$ cat src/design/cip_pkg.sv
// cip_pkg: constants, reset values and states of the charger serial port
// shared by the protocol engine and the register file
package cip_pkg;

  localparam logic [6:0] TARGET_ADDR     = 7'h6B;

  localparam logic [7:0] IDX_INPUT_SRC   = 8'h00;
  localparam logic [7:0] IDX_POWER_ON    = 8'h01;
  localparam logic [7:0] IDX_RW_LAST     = 8'h07;
  localparam logic [7:0] IDX_STATUS      = 8'h08;
  localparam logic [7:0] IDX_MULTI_LAST  = 8'h08;
  localparam logic [7:0] IDX_FAULT       = 8'h09;
  localparam logic [7:0] IDX_LAST        = 8'h0A;

  // input_source_control fields
  localparam int HIZ_BIT     = 7;
  localparam int VFLOOR_MSB  = 6;
  localparam int VFLOOR_LSB  = 3;
  localparam int ICAP_MSB    = 2;
  localparam int ICAP_LSB    = 0;
  // power_on_configuration fields
  localparam int REGRST_BIT  = 7;
  localparam int WDKICK_BIT  = 6;
  localparam int RBOOST_BIT  = 5;
  localparam int CHGEN_BIT   = 4;
  localparam int SYSMIN_MSB  = 3;
  localparam int SYSMIN_LSB  = 1;
  localparam int BCAP_BIT    = 0;
  // fault_latch_register: top bit shows default mode
  localparam int DEFMODE_BIT = 7;

  localparam logic [7:0] RST_INPUT_SRC    = 8'h30; // cap bits from straps
  localparam logic [7:0] RST_POWER_ON     = 8'h1B;
  localparam logic [7:0] RST_CHG_CURRENT  = 8'h60;
  localparam logic [7:0] RST_TERM_CURRENT = 8'h11;
  localparam logic [7:0] RST_OTHER        = 8'h00;
  localparam logic [7:0][7:0] RST_RW = {RST_OTHER, RST_OTHER, RST_OTHER,
    RST_OTHER, RST_TERM_CURRENT, RST_CHG_CURRENT, RST_POWER_ON,
    RST_INPUT_SRC};

  localparam logic [2:0] ICAP_SRC_LO     = 3'h7;
  localparam logic [2:0] ICAP_USB_LO     = 3'h0;
  localparam logic [2:0] ICAP_USB_HI     = 3'h2;
  localparam logic [7:0] ID_CODE         = 8'h5A; // arbitrary value
  localparam logic [7:0] READ_UNMAPPED   = 8'hFF;

  // data hold after scl falls, a least time: round up
  localparam int CLK_NS       = 8;
  localparam int SDA_HOLD_NS  = 300;
  localparam int SDA_HOLD_CYC = (SDA_HOLD_NS + CLK_NS - 1) / CLK_NS;
  localparam logic [5:0] HOLD_LOAD = 6'(SDA_HOLD_CYC);

  typedef enum logic [3:0] {
    S_IDLE  = 4'b0000,
    S_ADDR  = 4'b0001,
    S_IDX   = 4'b0010,
    S_WDATA = 4'b0011,
    S_ACK   = 4'b0100,
    S_LOAD  = 4'b0101,
    S_RD    = 4'b0110,
    S_MACK  = 4'b0111
  } cip_state_t;

endpackage

$ cat src/design/cip_port.sv
// cip_port: two-wire serial target port of the charger, top level
// assumes open-drain pads resolve the wires outside; scl/sda are async
`timescale 1ns/10ps
module cip_port
  import cip_pkg::*;
(
  input  wire logic        i_clk,                    // 125 MHz clock
  input  wire logic        i_rstn,                   // async, active low
  input  wire logic        i_scl,                    // clock wire level
  output logic             o_scl_out,                // always low
  output logic             o_scl_oe,                 // stretch clock
  input  wire logic        i_sda,                    // data wire level
  output logic             o_sda_out,                // always low
  output logic             o_sda_oe,                 // pull data low
  input  wire logic        i_source_select,          // strap pin
  input  wire logic        i_host_port_level,        // strap pin
  input  wire logic [7:0]  i_charger_status,         // read at index 8
  input  wire logic [6:0]  i_fault_now,              // present faults
  output logic             o_input_highz_enable,     // control field
  output logic      [3:0]  o_input_voltage_floor,    // control field
  output logic      [2:0]  o_input_current_cap,      // control field
  output logic             o_reverse_boost_enable,   // control field
  output logic             o_charging_enable,        // after override
  output logic      [2:0]  o_minimum_system_voltage, // control field
  output logic             o_boost_current_cap,      // control field
  output logic             o_watchdog_kick,          // one-cycle pulse
  output logic             o_default_mode,           // autonomous mode
  output logic      [47:0] o_config_regs,            // indices 7..2
  output logic             o_bus_busy                // START seen
);

  typedef struct packed {
    cip_state_t st;
    cip_state_t after;
    logic [2:0] cnt;
    logic [7:0] sh;
    logic [7:0] idx;
    logic [7:0] widx;
    logic [7:0] wdata;
    logic       byte_done;
    logic       mack;
    logic       busy;
    logic [5:0] hold;
    logic       sda_oe;
    logic       scl_q;
    logic       sda_q;
    logic       wr_stb;
    logic       wcmd;
  } cip_port_t;

  localparam cip_port_t PORT_RST = '{st: S_IDLE, after: S_IDLE,
                                     scl_q: 1'b1, sda_q: 1'b1,
                                     default: '0};

  cip_port_t  pt_reg;
  cip_port_t  pt_next;
  logic       scl_s;
  logic       sda_s;
  logic       scl_rise;
  logic       scl_fall;
  logic       start;
  logic       stop;
  logic       sda_want;
  logic [7:0] rd_data;

  cip_sync #(.WIDTH(2), .RST_VAL(2'h3)) u_pin_sync (
    .i_clk  (i_clk),
    .i_rstn (i_rstn),
    .i_d    ({i_scl, i_sda}),
    .o_q    ({scl_s, sda_s})
  );

  // wire edges seen after the synchroniser; 8 ns sampling is far
  // finer than the fast-mode clock, so no spike filter is needed
  assign scl_rise = scl_s & ~pt_reg.scl_q;
  assign scl_fall = ~scl_s & pt_reg.scl_q;
  assign start = scl_s & pt_reg.scl_q & pt_reg.sda_q & ~sda_s;
  assign stop  = scl_s & pt_reg.scl_q & ~pt_reg.sda_q & sda_s;

  // pull low for an acknowledge or for a zero data bit
  assign sda_want = (pt_reg.st == S_ACK) ||
                    (pt_reg.st == S_RD && !pt_reg.sh[7]);

  always_comb begin
    pt_next = pt_reg;
    pt_next.scl_q = scl_s;
    pt_next.sda_q = sda_s;
    pt_next.wr_stb = 1'b0;
    pt_next.wcmd = 1'b0;
    // drive changes only after a hold time from the falling clock
    if (pt_reg.hold != 6'h00) begin
      pt_next.hold = pt_reg.hold - 6'h01;
    end
    if (scl_fall) begin
      pt_next.hold = HOLD_LOAD;
    end
    if (pt_reg.hold == 6'h01) begin
      pt_next.sda_oe = sda_want;
    end
    unique case (pt_reg.st)
      S_IDLE: begin
        pt_next.byte_done = 1'b0;
      end
      S_ADDR, S_IDX, S_WDATA: begin
        if (scl_rise) begin
          pt_next.sh = {pt_reg.sh[6:0], sda_s};
          pt_next.cnt = pt_reg.cnt + 3'h1;
          pt_next.byte_done = (pt_reg.cnt == 3'h7);
        end
        if (scl_fall && pt_reg.byte_done) begin
          pt_next.byte_done = 1'b0;
          pt_next.cnt = 3'h0;
          pt_next.st = S_IDLE;
          if (pt_reg.st == S_ADDR) begin
            if (pt_reg.sh[7:1] == TARGET_ADDR) begin
              pt_next.st = S_ACK;
              pt_next.after = pt_reg.sh[0] ? S_LOAD : S_IDX;
              pt_next.wcmd = ~pt_reg.sh[0];
            end
          end else if (pt_reg.st == S_IDX) begin
            if (pt_reg.sh <= IDX_LAST) begin
              pt_next.idx = pt_reg.sh;
              pt_next.st = S_ACK;
              pt_next.after = S_WDATA;
            end
          end else if (pt_reg.idx <= IDX_RW_LAST) begin
            pt_next.wr_stb = 1'b1;
            pt_next.widx = pt_reg.idx;
            pt_next.wdata = pt_reg.sh;
            pt_next.idx = pt_reg.idx + 8'h01;
            pt_next.st = S_ACK;
            pt_next.after = S_WDATA;
          end
        end
      end
      S_ACK: begin
        if (scl_fall) begin
          pt_next.st = pt_reg.after;
          pt_next.cnt = 3'h0;
        end
      end
      S_LOAD: begin
        // clock held low here while the byte is fetched
        pt_next.sh = rd_data;
        pt_next.cnt = 3'h0;
        pt_next.st = S_RD;
      end
      S_RD: begin
        pt_next.mack = 1'b0;
        if (scl_fall) begin
          pt_next.sh = {pt_reg.sh[6:0], 1'b0};
          pt_next.cnt = pt_reg.cnt + 3'h1;
          if (pt_reg.cnt == 3'h7) begin
            pt_next.st = S_MACK;
          end
        end
      end
      S_MACK: begin
        if (scl_rise) begin
          pt_next.mack = ~sda_s;
        end
        if (scl_fall) begin
          pt_next.st = S_IDLE;
          if (pt_reg.mack && pt_reg.idx < IDX_MULTI_LAST) begin
            pt_next.idx = pt_reg.idx + 8'h01;
            pt_next.st = S_LOAD;
          end
        end
      end
      default: begin
        pt_next.st = S_IDLE;
      end
    endcase
    if (start) begin
      pt_next.busy = 1'b1;
      pt_next.st = S_ADDR;
      pt_next.cnt = 3'h0;
      pt_next.byte_done = 1'b0;
      pt_next.sda_oe = 1'b0;
      pt_next.hold = 6'h00;
    end
    if (stop) begin
      pt_next.busy = 1'b0;
      pt_next.st = S_IDLE;
      pt_next.sda_oe = 1'b0;
      pt_next.hold = 6'h00;
    end
  end

  always_ff @(posedge i_clk or negedge i_rstn) begin
    if (!i_rstn) begin
      pt_reg <= PORT_RST;
    end else begin
      pt_reg <= pt_next;
    end
  end

  cip_regs u_regs (
    .i_clk                    (i_clk),
    .i_rstn                   (i_rstn),
    .i_wr_stb                 (pt_reg.wr_stb),
    .i_wr_idx                 (pt_reg.widx),
    .i_wr_data                (pt_reg.wdata),
    .i_rd_req                 (pt_reg.st == S_LOAD),
    .i_rd_idx                 (pt_reg.idx),
    .o_rd_data                (rd_data),
    .i_write_cmd              (pt_reg.wcmd),
    .i_source_select          (i_source_select),
    .i_host_port_level        (i_host_port_level),
    .i_charger_status         (i_charger_status),
    .i_fault_now              (i_fault_now),
    .o_input_highz_enable     (o_input_highz_enable),
    .o_input_voltage_floor    (o_input_voltage_floor),
    .o_input_current_cap      (o_input_current_cap),
    .o_reverse_boost_enable   (o_reverse_boost_enable),
    .o_charging_enable        (o_charging_enable),
    .o_minimum_system_voltage (o_minimum_system_voltage),
    .o_boost_current_cap      (o_boost_current_cap),
    .o_watchdog_kick          (o_watchdog_kick),
    .o_default_mode           (o_default_mode),
    .o_config_regs            (o_config_regs)
  );

  // open-drain pins: only the enables move
  assign o_scl_out  = 1'b0;
  assign o_sda_out  = 1'b0;
  assign o_scl_oe   = (pt_reg.st == S_LOAD);
  assign o_sda_oe   = pt_reg.sda_oe;
  assign o_bus_busy = pt_reg.busy;

  localparam int ACK_WAIT = 40;
endmodule // cip_port

$ cat src/design/cip_sync.sv
// cip_sync: two-flop synchroniser for asynchronous pin levels
// assumes inputs are slow levels; output is valid two edges later
`timescale 1ns/10ps
module cip_sync #(
  parameter int               WIDTH   = 2,
  parameter logic [WIDTH-1:0] RST_VAL = '0
) (
  input  wire logic             i_clk,  // system clock
  input  wire logic             i_rstn, // async reset, active low
  input  wire logic [WIDTH-1:0] i_d,    // asynchronous level
  output logic      [WIDTH-1:0] o_q     // synchronised level
);

  typedef struct packed {
    logic [WIDTH-1:0] meta;
    logic [WIDTH-1:0] safe;
  } cip_sync_t;

  cip_sync_t sy_reg;
  cip_sync_t sy_next;

  always_comb begin
    sy_next.meta = i_d;
    sy_next.safe = sy_reg.meta;
  end

  always_ff @(posedge i_clk or negedge i_rstn) begin
    if (!i_rstn) begin
      sy_reg <= {RST_VAL, RST_VAL};
    end else begin
      sy_reg <= sy_next;
    end
  end

  assign o_q = sy_reg.safe;

endmodule // cip_sync

$ cat src/design/cip_regs.sv
// cip_regs: register file behind the serial port, straps, fault latch
// assumes strobes come from the protocol engine on the same clock
`timescale 1ns/10ps
module cip_regs
  import cip_pkg::*;
(
  input  wire logic        i_clk,             // system clock
  input  wire logic        i_rstn,            // async reset, active low
  input  wire logic        i_wr_stb,          // write one byte
  input  wire logic [7:0]  i_wr_idx,          // write index
  input  wire logic [7:0]  i_wr_data,         // write data
  input  wire logic        i_rd_req,          // byte being read now
  input  wire logic [7:0]  i_rd_idx,          // read index
  output logic      [7:0]  o_rd_data,         // read data
  input  wire logic        i_write_cmd,       // write transfer addressed
  input  wire logic        i_source_select,   // strap pin
  input  wire logic        i_host_port_level, // strap pin
  input  wire logic [7:0]  i_charger_status,  // status, same clock
  input  wire logic [6:0]  i_fault_now,       // present faults
  output logic             o_input_highz_enable,     // index 0 field
  output logic      [3:0]  o_input_voltage_floor,    // index 0 field
  output logic      [2:0]  o_input_current_cap,      // index 0 field
  output logic             o_reverse_boost_enable,   // index 1 field
  output logic             o_charging_enable,        // after override
  output logic      [2:0]  o_minimum_system_voltage, // index 1 field
  output logic             o_boost_current_cap,      // index 1 field
  output logic             o_watchdog_kick,   // one-cycle pulse
  output logic             o_default_mode,    // autonomous mode
  output logic      [47:0] o_config_regs      // indices 7..2
);

  typedef struct packed {
    logic [7:0][7:0] rw;
    logic [6:0]      flt;
    logic            host;
    logic [1:0]      strap_wait;
    logic [2:0]      cap_dflt;
    logic            kick;
    logic            chg_eff;
  } cip_regs_t;

  localparam cip_regs_t REGS_RST = '{rw: RST_RW, chg_eff: 1'b1,
                                     default: '0};

  cip_regs_t  st_reg;
  cip_regs_t  st_next;
  logic [1:0] strap_s;

  cip_sync #(.WIDTH(2), .RST_VAL(2'h0)) u_strap_sync (
    .i_clk  (i_clk),
    .i_rstn (i_rstn),
    .i_d    ({i_source_select, i_host_port_level}),
    .o_q    (strap_s)
  );

  function automatic logic [2:0] strap_cap(input logic [1:0] s);
    if (!s[1]) begin
      return ICAP_SRC_LO;
    end
    return s[0] ? ICAP_USB_HI : ICAP_USB_LO;
  endfunction

  function automatic logic [7:0][7:0] defaults(input logic [2:0] cap);
    logic [7:0][7:0] d;
    d = RST_RW;
    d[IDX_INPUT_SRC[2:0]][ICAP_MSB:ICAP_LSB] = cap;
    return d;
  endfunction

  always_comb begin
    st_next = st_reg;
    st_next.kick = 1'b0;
    // straps are caught once the synchroniser has settled
    if (st_reg.strap_wait != 2'h3) begin
      st_next.strap_wait = st_reg.strap_wait + 2'h1;
      if (st_reg.strap_wait == 2'h2) begin
        st_next.cap_dflt = strap_cap(strap_s);
        st_next.rw = defaults(strap_cap(strap_s));
      end
    end
    if (i_write_cmd) begin
      st_next.host = 1'b1;
    end
    if (i_wr_stb && i_wr_idx <= IDX_RW_LAST) begin
      st_next.rw[i_wr_idx[2:0]] = i_wr_data;
      if (i_wr_idx == IDX_POWER_ON) begin
        st_next.rw[1][REGRST_BIT] = 1'b0;
        st_next.rw[1][WDKICK_BIT] = 1'b0;
        st_next.kick = i_wr_data[WDKICK_BIT];
        if (i_wr_data[REGRST_BIT]) begin
          st_next.rw = defaults(st_reg.cap_dflt);
        end
      end
    end
    // set wins: a fault present during the clearing read stays latched
    st_next.flt = st_reg.flt | i_fault_now;
    if (i_rd_req && i_rd_idx == IDX_FAULT) begin
      st_next.flt = i_fault_now;
    end
    st_next.chg_eff = st_next.rw[1][CHGEN_BIT] &
                      ~st_next.rw[1][RBOOST_BIT];
  end

  always_ff @(posedge i_clk or negedge i_rstn) begin
    if (!i_rstn) begin
      st_reg <= REGS_RST;
    end else begin
      st_reg <= st_next;
    end
  end

  always_comb begin
    o_rd_data = READ_UNMAPPED;
    if (i_rd_idx <= IDX_RW_LAST) begin
      o_rd_data = st_reg.rw[i_rd_idx[2:0]];
    end else if (i_rd_idx == IDX_STATUS) begin
      o_rd_data = i_charger_status;
    end else if (i_rd_idx == IDX_FAULT) begin
      o_rd_data = {~st_reg.host, st_reg.flt | i_fault_now};
    end else if (i_rd_idx == IDX_LAST) begin
      o_rd_data = ID_CODE;
    end
  end

  assign o_input_highz_enable     = st_reg.rw[0][HIZ_BIT];
  assign o_input_voltage_floor    = st_reg.rw[0][VFLOOR_MSB:VFLOOR_LSB];
  assign o_input_current_cap      = st_reg.rw[0][ICAP_MSB:ICAP_LSB];
  assign o_reverse_boost_enable   = st_reg.rw[1][RBOOST_BIT];
  assign o_charging_enable        = st_reg.chg_eff;
  assign o_minimum_system_voltage = st_reg.rw[1][SYSMIN_MSB:SYSMIN_LSB];
  assign o_boost_current_cap      = st_reg.rw[1][BCAP_BIT];
  assign o_watchdog_kick          = st_reg.kick;
  assign o_default_mode           = ~st_reg.host;
  assign o_config_regs            = st_reg.rw[7:2];
endmodule // cip_regs

$ cat config.mk
export PLATFORM = sky130hd
export DESIGN_NAME = cip_port
export DESIGN_NICKNAME = d
export VERILOG_FILES = /design/src/design/cip_pkg.sv /design/src/design/cip_port.sv /design/src/design/cip_sync.sv /design/src/design/cip_regs.sv
export SDC_FILE = /design/constraint.sdc
export NUM_CORES = 1
export LEC_CHECK = 0
export ABC_AREA = 1
export BUFFER_PORTS_ARGS = -buffer_cell sky130_fd_sc_hd__buf_2
export CAP_MARGIN = 10
export CORE_MARGIN = 1
export CORE_UTILIZATION = 50
export CTS_BUF_LIST = sky130_fd_sc_hd__clkbuf_4 sky130_fd_sc_hd__clkbuf_8
export DETAILED_ROUTE_END_ITERATION = 16
export HOLD_SLACK_MARGIN = 0.02
export PLACE_DENSITY_LB_ADDON = 0.08
export SLEW_MARGIN = 20
export SYNTH_ARGS = -nofsm -noshare
export SYNTH_HDL_FRONTEND = slang
export SYNTH_HIERARCHICAL = 1
export SYNTH_SLANG_ARGS = --single-unit
$ cat constraint.sdc
create_clock -name i_clk -period 3.4 [get_ports i_clk]
set_input_delay 0.17 -clock i_clk [delete_from_list [all_inputs] [get_ports i_clk]]
set_output_delay 0.17 -clock i_clk [all_outputs]
set_load 0.005 [all_outputs]
Word level (Yosys, flattened, before mapping). Index checks and enable logic that the tools add are counted.

Equality and inequality tests: 36. Bitwise operators: 18. Reductions and logical operators: 29. $add $sub $neg: 4. Order comparisons: 7. Mux-type cells: 70.

Operators with widths (number): $mux W64 (5); $mux W8 (14); $bwmux W64 (1); $mux W24 (2); $mux W11 (3); $mux W7 (4); $mux W25 (1); $bmux W8 S3 (1); $demux W8 S3 (1); $eq A8 B4 Y1 const B (3); $mux W4 (6); $pmux W4 S6 (1); $pmux W8 S3 (1); $ne A4 B4 Y1 const B (5); $mux W3 (6); $eq A4 B3 Y1 const B (4); $le A8 B3 Y1 const B (2); $mux W16 (1); $ne A2 B2 Y1 const B (8); $pmux W8 S2 (1); $ne A3 B3 Y1 const B (5); $mux W1 (14); $mux W6 (2); $pmux W3 S4 (1); 39 further kinds (72).

Word-level logic and storage cells: 198. Flip-flop bits (word level): 144. Input port bits: 21.

Logic depth before layout (Yosys ltp).
Depth after elaboration: 12. Gate-level depth with buffers: 12.

Modules after synthesis. Netlist, hierarchy kept.

By module, submodules not included: cip_regs (cells an instance 738, sequential area each 1965.6 um^2, instances 1, area each 5057.4 um^2); cip_port (cells an instance 393, sequential area each 1403.8 um^2, instances 1, area each 3081.7 um^2); cip_sync at u_pin_sync (cells an instance 4, sequential area each 105.1 um^2, instances 1, area each 105.1 um^2); cip_sync at u_regs.u_strap_sync (cells an instance 4, sequential area each 100.1 um^2, instances 1, area each 100.1 um^2).

Worst setup path after synthesis. No wires, ideal clock.

Kind: reg-to-reg. Start: reg pt_reg[30] (netlist name). End: reg pt_reg[39] (netlist name). Buffers on the path: 1. Stages on the path, launching flop included: 12. Clock period less this slack: 1691 ps. Arrival time: 1574 ps. Slack: 1709 ps. Cell sequence: dfrtp_1 > clkbuf_2 > inv_1 > nand2_1 > nor2_2 > nand3b_1 > nand3_1 > nand2_1 > nand2_1 > o21ai_0 > nand2_2 > o21ai_2.

Word-level cells in the longest chain between the ends: 5. Elaborated cells on any way between the ends: 9.

Ends and longest elaborated chain: start, declared (line cip_port.sv:55) `cip_port_t pt_reg;`; start signal, assigned (line cip_port.sv:194) `pt_reg <= pt_next;`; parallel branches: the longest is 3 deep, another holds $le A8 B3 Y1; $mux W8 * (line cip_regs.sv:114) `if (i_rd_idx <= IDX_RW_LAST) begin`; net rd_data[1] (line cip_port.sv:64) `logic [7:0] rd_data;`; $pmux W8 S3 * (line cip_port.sv:100) `unique case (pt_reg.st)`.

Mark *: on every way through the listed nets, which the timed path passes. The select of a mux whose other input is x is not followed. A chain may end at the register's enable or synchronous reset.

Final worst setup path.
Start: reg pt_reg[30] (netlist name). End: reg pt_reg[43] (netlist name).

Word-level cells in the longest chain between the ends: 6. Elaborated cells on any way between the ends: 11.

Ends and longest elaborated chain: $eq A8 B4 Y1 (line cip_regs.sv:120) `end else if (i_rd_idx == IDX_LAST) begin`; $mux W8 (line cip_regs.sv:120); $mux W8 (line cip_regs.sv:118) `end else if (i_rd_idx == IDX_FAULT) begin`; $mux W8 (line cip_regs.sv:116) `end else if (i_rd_idx == IDX_STATUS) begin`; $mux W8 * (line cip_regs.sv:114); net rd_data[5] (line cip_port.sv:64); $pmux W8 S3 * (line cip_port.sv:100).

The timed path passes the listed nets; every way through them passes the cells marked *. The select of a mux whose other input is x is not followed.

==> reports/metrics.yaml <==
clock_network:
  max-clock-path-buffers: 2
  clkLatencyLatePin_ns: 0.45
  postCtsSetupBuffers: 0
  cts_root_buf: "sky130_fd_sc_hd__clkbuf_8"
  clk_pin_slew_ns: 0.08
  cts-htree-levels: 4
  cts-buffers-inserted: 17
  cts_resized: 0
  cts_tree: "built"
  total_number_of_clock_tree_sinks: 142
synth:
  synth_warnings: 6
  post_synth_num_cell_types: 45
  synth-seq-cells: 142
  share_of_yosys_cell_area_claimed_by_the_top_area_cell_type_pct: 37.49
  netlist_top_cells_area: "sky130_fd_sc_hd__dfrtp_1 37%, sky130_fd_sc_hd__nand2_1 16%, sky130_fd_sc_hd__nor2_1 6.6%"
  synth_enable_flop_cells: 0
  post_syn_area_per_cell_sq_um: 7.326
  netlist.top_cell.by_area: "sky130_fd_sc_hd__dfrtp_1"
  post_synth_inst_count: 1139
  synth.yosys.seq_area_share_pct: 42.84
  ys_dominant_reg_cell: "sky130_fd_sc_hd__dfrtp_1"
  synth_commonest_cells: "352 x sky130_fd_sc_hd__nand2_1, 146 x sky130_fd_sc_hd__nor2_1, 125 x sky130_fd_sc_hd__dfrtp_1, 116 x sky130_fd_sc_hd__inv_1, 85 x sky130_fd_sc_hd__nand3_1"
  synth.most_common_cell: "sky130_fd_sc_hd__nand2_1"
  post_synth_instance_area_sq_mm: 0.008344
  ys_async_sr_fraction_pct: 100.0
power_and_ir_drop:
  power.density_cell_area_mw_per_mm2: 412.6
  swShare_pct: 28.50
  netSwitchingPower_mw: 1.059
  power.sequential.fraction_pct: 50.3
  power_frac_comb_pct: 11.5
  clockPowerShare_pct: 38.2
  ir_worst_vdd_mv: 0.3253
  power.static_leakage_nw: 4.852
  p_int_mw: 2.657
  p_total_mw: 3.716
global_routing:
  grt-ovfl-total: 0
  grt_util_all_layers_pct: 27.38
  grt_first_pass_wirelength_microns: 36490
  grt_max_degree: 89
  grt_pass1_vias: 6754
  initial_antenna_violation_count: 0
drt:
  route.vias.total: 7169
  dr.first_iter.drc_count: 647
  finalWirelength_microns: 22890
  drc: 0
  route.antenna.remaining_nets: 0
  drt_first_pass_iters: 5
  detail_route.vias_per_cell: 5.110
  wl_per_cell_microns: 16.32
run_status:
  result_of_the_run: "completed"
sta:
  rsz0062_at_grt: "no"
  setup_viol: 0
  post-route-period-util_pct: 69.40
  slew_viol_final: 0
  least_margin_pin_slew_ns: 0.8713
  setup_ws_ns: 1.040
  final_period_minus_worst_setup_slack_ns: 2.360
  timing.slew.headroom_pct: 41.72
  max_freq_ghz: 0.4238
  setup_tns_ns: 0
  timing_hold_violations_final: 0
  final.setup_skew_ns: 0.01367
die:
  die_height_microns: 131.2
  die-area_sq_mm: 0.01721
  core.rowCount: 46
  die_w_microns: 131.2
  fp.coreArea_sq_mm: 0.01612
  number_of_placed_i_o_pins: 90
  floorplan.initialDensity_pct: 51.78
place:
  io_buffer_count: 87
  routabilityCongestion: 0.8886
  dp_cells: 1359
  dpl.hpwl_microns: 16490
  place_ws_ns: 1.107
  post_dp_cell_area_sq_mm: 0.008473
setup_path:
  crit_type: "reg -> reg"
  ff2ff_path_depth: 11
  setup_slack_on_the_worst_flop_to_flop_path_ns: 1.04
  cp.required_ns: 3.72
  start_kind: "flop"
  worst_ep_arrival_time_ns: 2.68
  worstSetupEndpointType: "flop"
  critical_path_peak_fanout: 21
  critical_path.startpoint: "pt_reg[30]$_DFFE_PN0P_"
  reg2reg_from: "pt_reg[30]$_DFFE_PN0P_"
flow_run:
  total_of_max_cap_violations: 0
cells_and_area:
  design_area_sq_mm: 0.009006
  post_route_cells_drive_above_1_share_pct: 18.03
  finish.cell_count_without_fillers: 1403
  syn2layout_area_growth_pct: 7.932
  nNetsFinal: 1202
  antenna_cells_inserted: 0
  fill_cells: 1614
  largest_register_ff_count: 54
hold_path:
  min_delay_path_depth: 8
  hold_start: "i_charger_status[7]"
  worstHoldPathType: "in -> reg"
## final cells by class
type	instances	area (sq um)	area share, %
clock inverter	13	151.4	1.681
multi-input combinational	785	3659	40.62
clock buffer	19	261.5	2.904
tap	216	270.3	3.001
inverter	123	470.5	5.224
sequential	142	3575	39.69
timing repair buffer	105	619.3	6.877
## path summary, 6_finish.rpt
kind | endpoint
worst max-delay path | pt_reg[43]$_DFFE_PN0P_
worst min-delay path | pt_reg[45]$_DFFE_PN0P_
worst max register to register | pt_reg[43]$_DFFE_PN0P_
worst min register to register | u_regs/u_strap_sync/o_q[1]$_DFF_PN0_
max in group asynchronous | u_regs/o_config_regs[6]$_DFF_PN1_
min in group asynchronous | u_regs/o_config_regs[39]$_DFF_PN0_
## critical path, stage by stage, from the launching register on
cell and delay (ns):
sky130_fd_sc_hd__dfrtp_1 0.76, sky130_fd_sc_hd__inv_1 0.28, sky130_fd_sc_hd__nand2_1 0.35, sky130_fd_sc_hd__nor2_1 0.09
sky130_fd_sc_hd__a21oi_1 0.19, sky130_fd_sc_hd__nand3_1 0.09, sky130_fd_sc_hd__nand3_1 0.11, sky130_fd_sc_hd__nand2_1 0.06
sky130_fd_sc_hd__nand2_1 0.06, sky130_fd_sc_hd__o21ai_0 0.07, sky130_fd_sc_hd__nand2_1 0.08, sky130_fd_sc_hd__o21ai_2 0.05
## kinds of logic after synthesis
family,after synthesis,share of synthesized area (%)
other,1,0.04494
XOR/XNOR,2,0.2100
adder cells (fa/ha/maj),7,1.050
AO/OA/AOI/OAI,105,7.377
buffers and inverters,214,13.41
flip-flops,142,42.84
AND/OR/NAND/NOR,668,35.07
## power by group through the flow
stage                     logic [mW]  clock network, mW  registers (mW)
after floorplan                0.300                  0            1.88
after global placement         0.413                  0            1.90
after detailed placement       0.420                  0            1.90
after CTS                      0.432               1.46            1.87
after global routing           0.505               1.52            1.88
final                          0.427               1.42            1.87
## layer usage
| metal | vias to the layer above | routed length, microns | track usage, % |
|---|---|---|---|
| li1 | 3574 | - | - |
| met1 | 3332 | 10530 | 37.48 |
| met2 | 223 | 10520 | 43.29 |
| met3 | 40 | 1248 | 4.823 |
| met4 | 0 | 590 | 10.13 |
| met5 | - | 0 | 0 |
## metrics by stage
step	util [%]	hold WS [ns]
floorplan	-	-0.1256
global placement	52.58	0.2747
detailed placement	52.58	0.2766
CTS	55.89	0.2567
global route	55.89	0.3336
finish	55.89	0.2841
## cell usage in the layout (no fill, tap or decap), types with 19 or more instances in the layout
| cell | n |
|---|---|
| sky130_fd_sc_hd__dfrtp_1 | 125 |
| sky130_fd_sc_hd__nand2_1 | 352 |
| sky130_fd_sc_hd__nor2_2 | 19 |
| sky130_fd_sc_hd__nand3_1 | 85 |
| sky130_fd_sc_hd__a21oi_1 | 26 |
| sky130_fd_sc_hd__inv_1 | 116 |
| sky130_fd_sc_hd__nand4_1 | 19 |
| sky130_fd_sc_hd__buf_2 | 86 |
| sky130_fd_sc_hd__nor2_1 | 146 |
| sky130_fd_sc_hd__o21ai_0 | 50 |
| sky130_fd_sc_hd__clkbuf_8 | 19 |
## repair_timing
| action | 4_1_cts | 5_1_grt |
|---|---|---|
| hold endpoints to repair | 92 | 0 |
| endpoints found under the setup margin | 0 | 0 |
| hold buffers | 12 | 0 |
(Power assumes the default switching activity.)
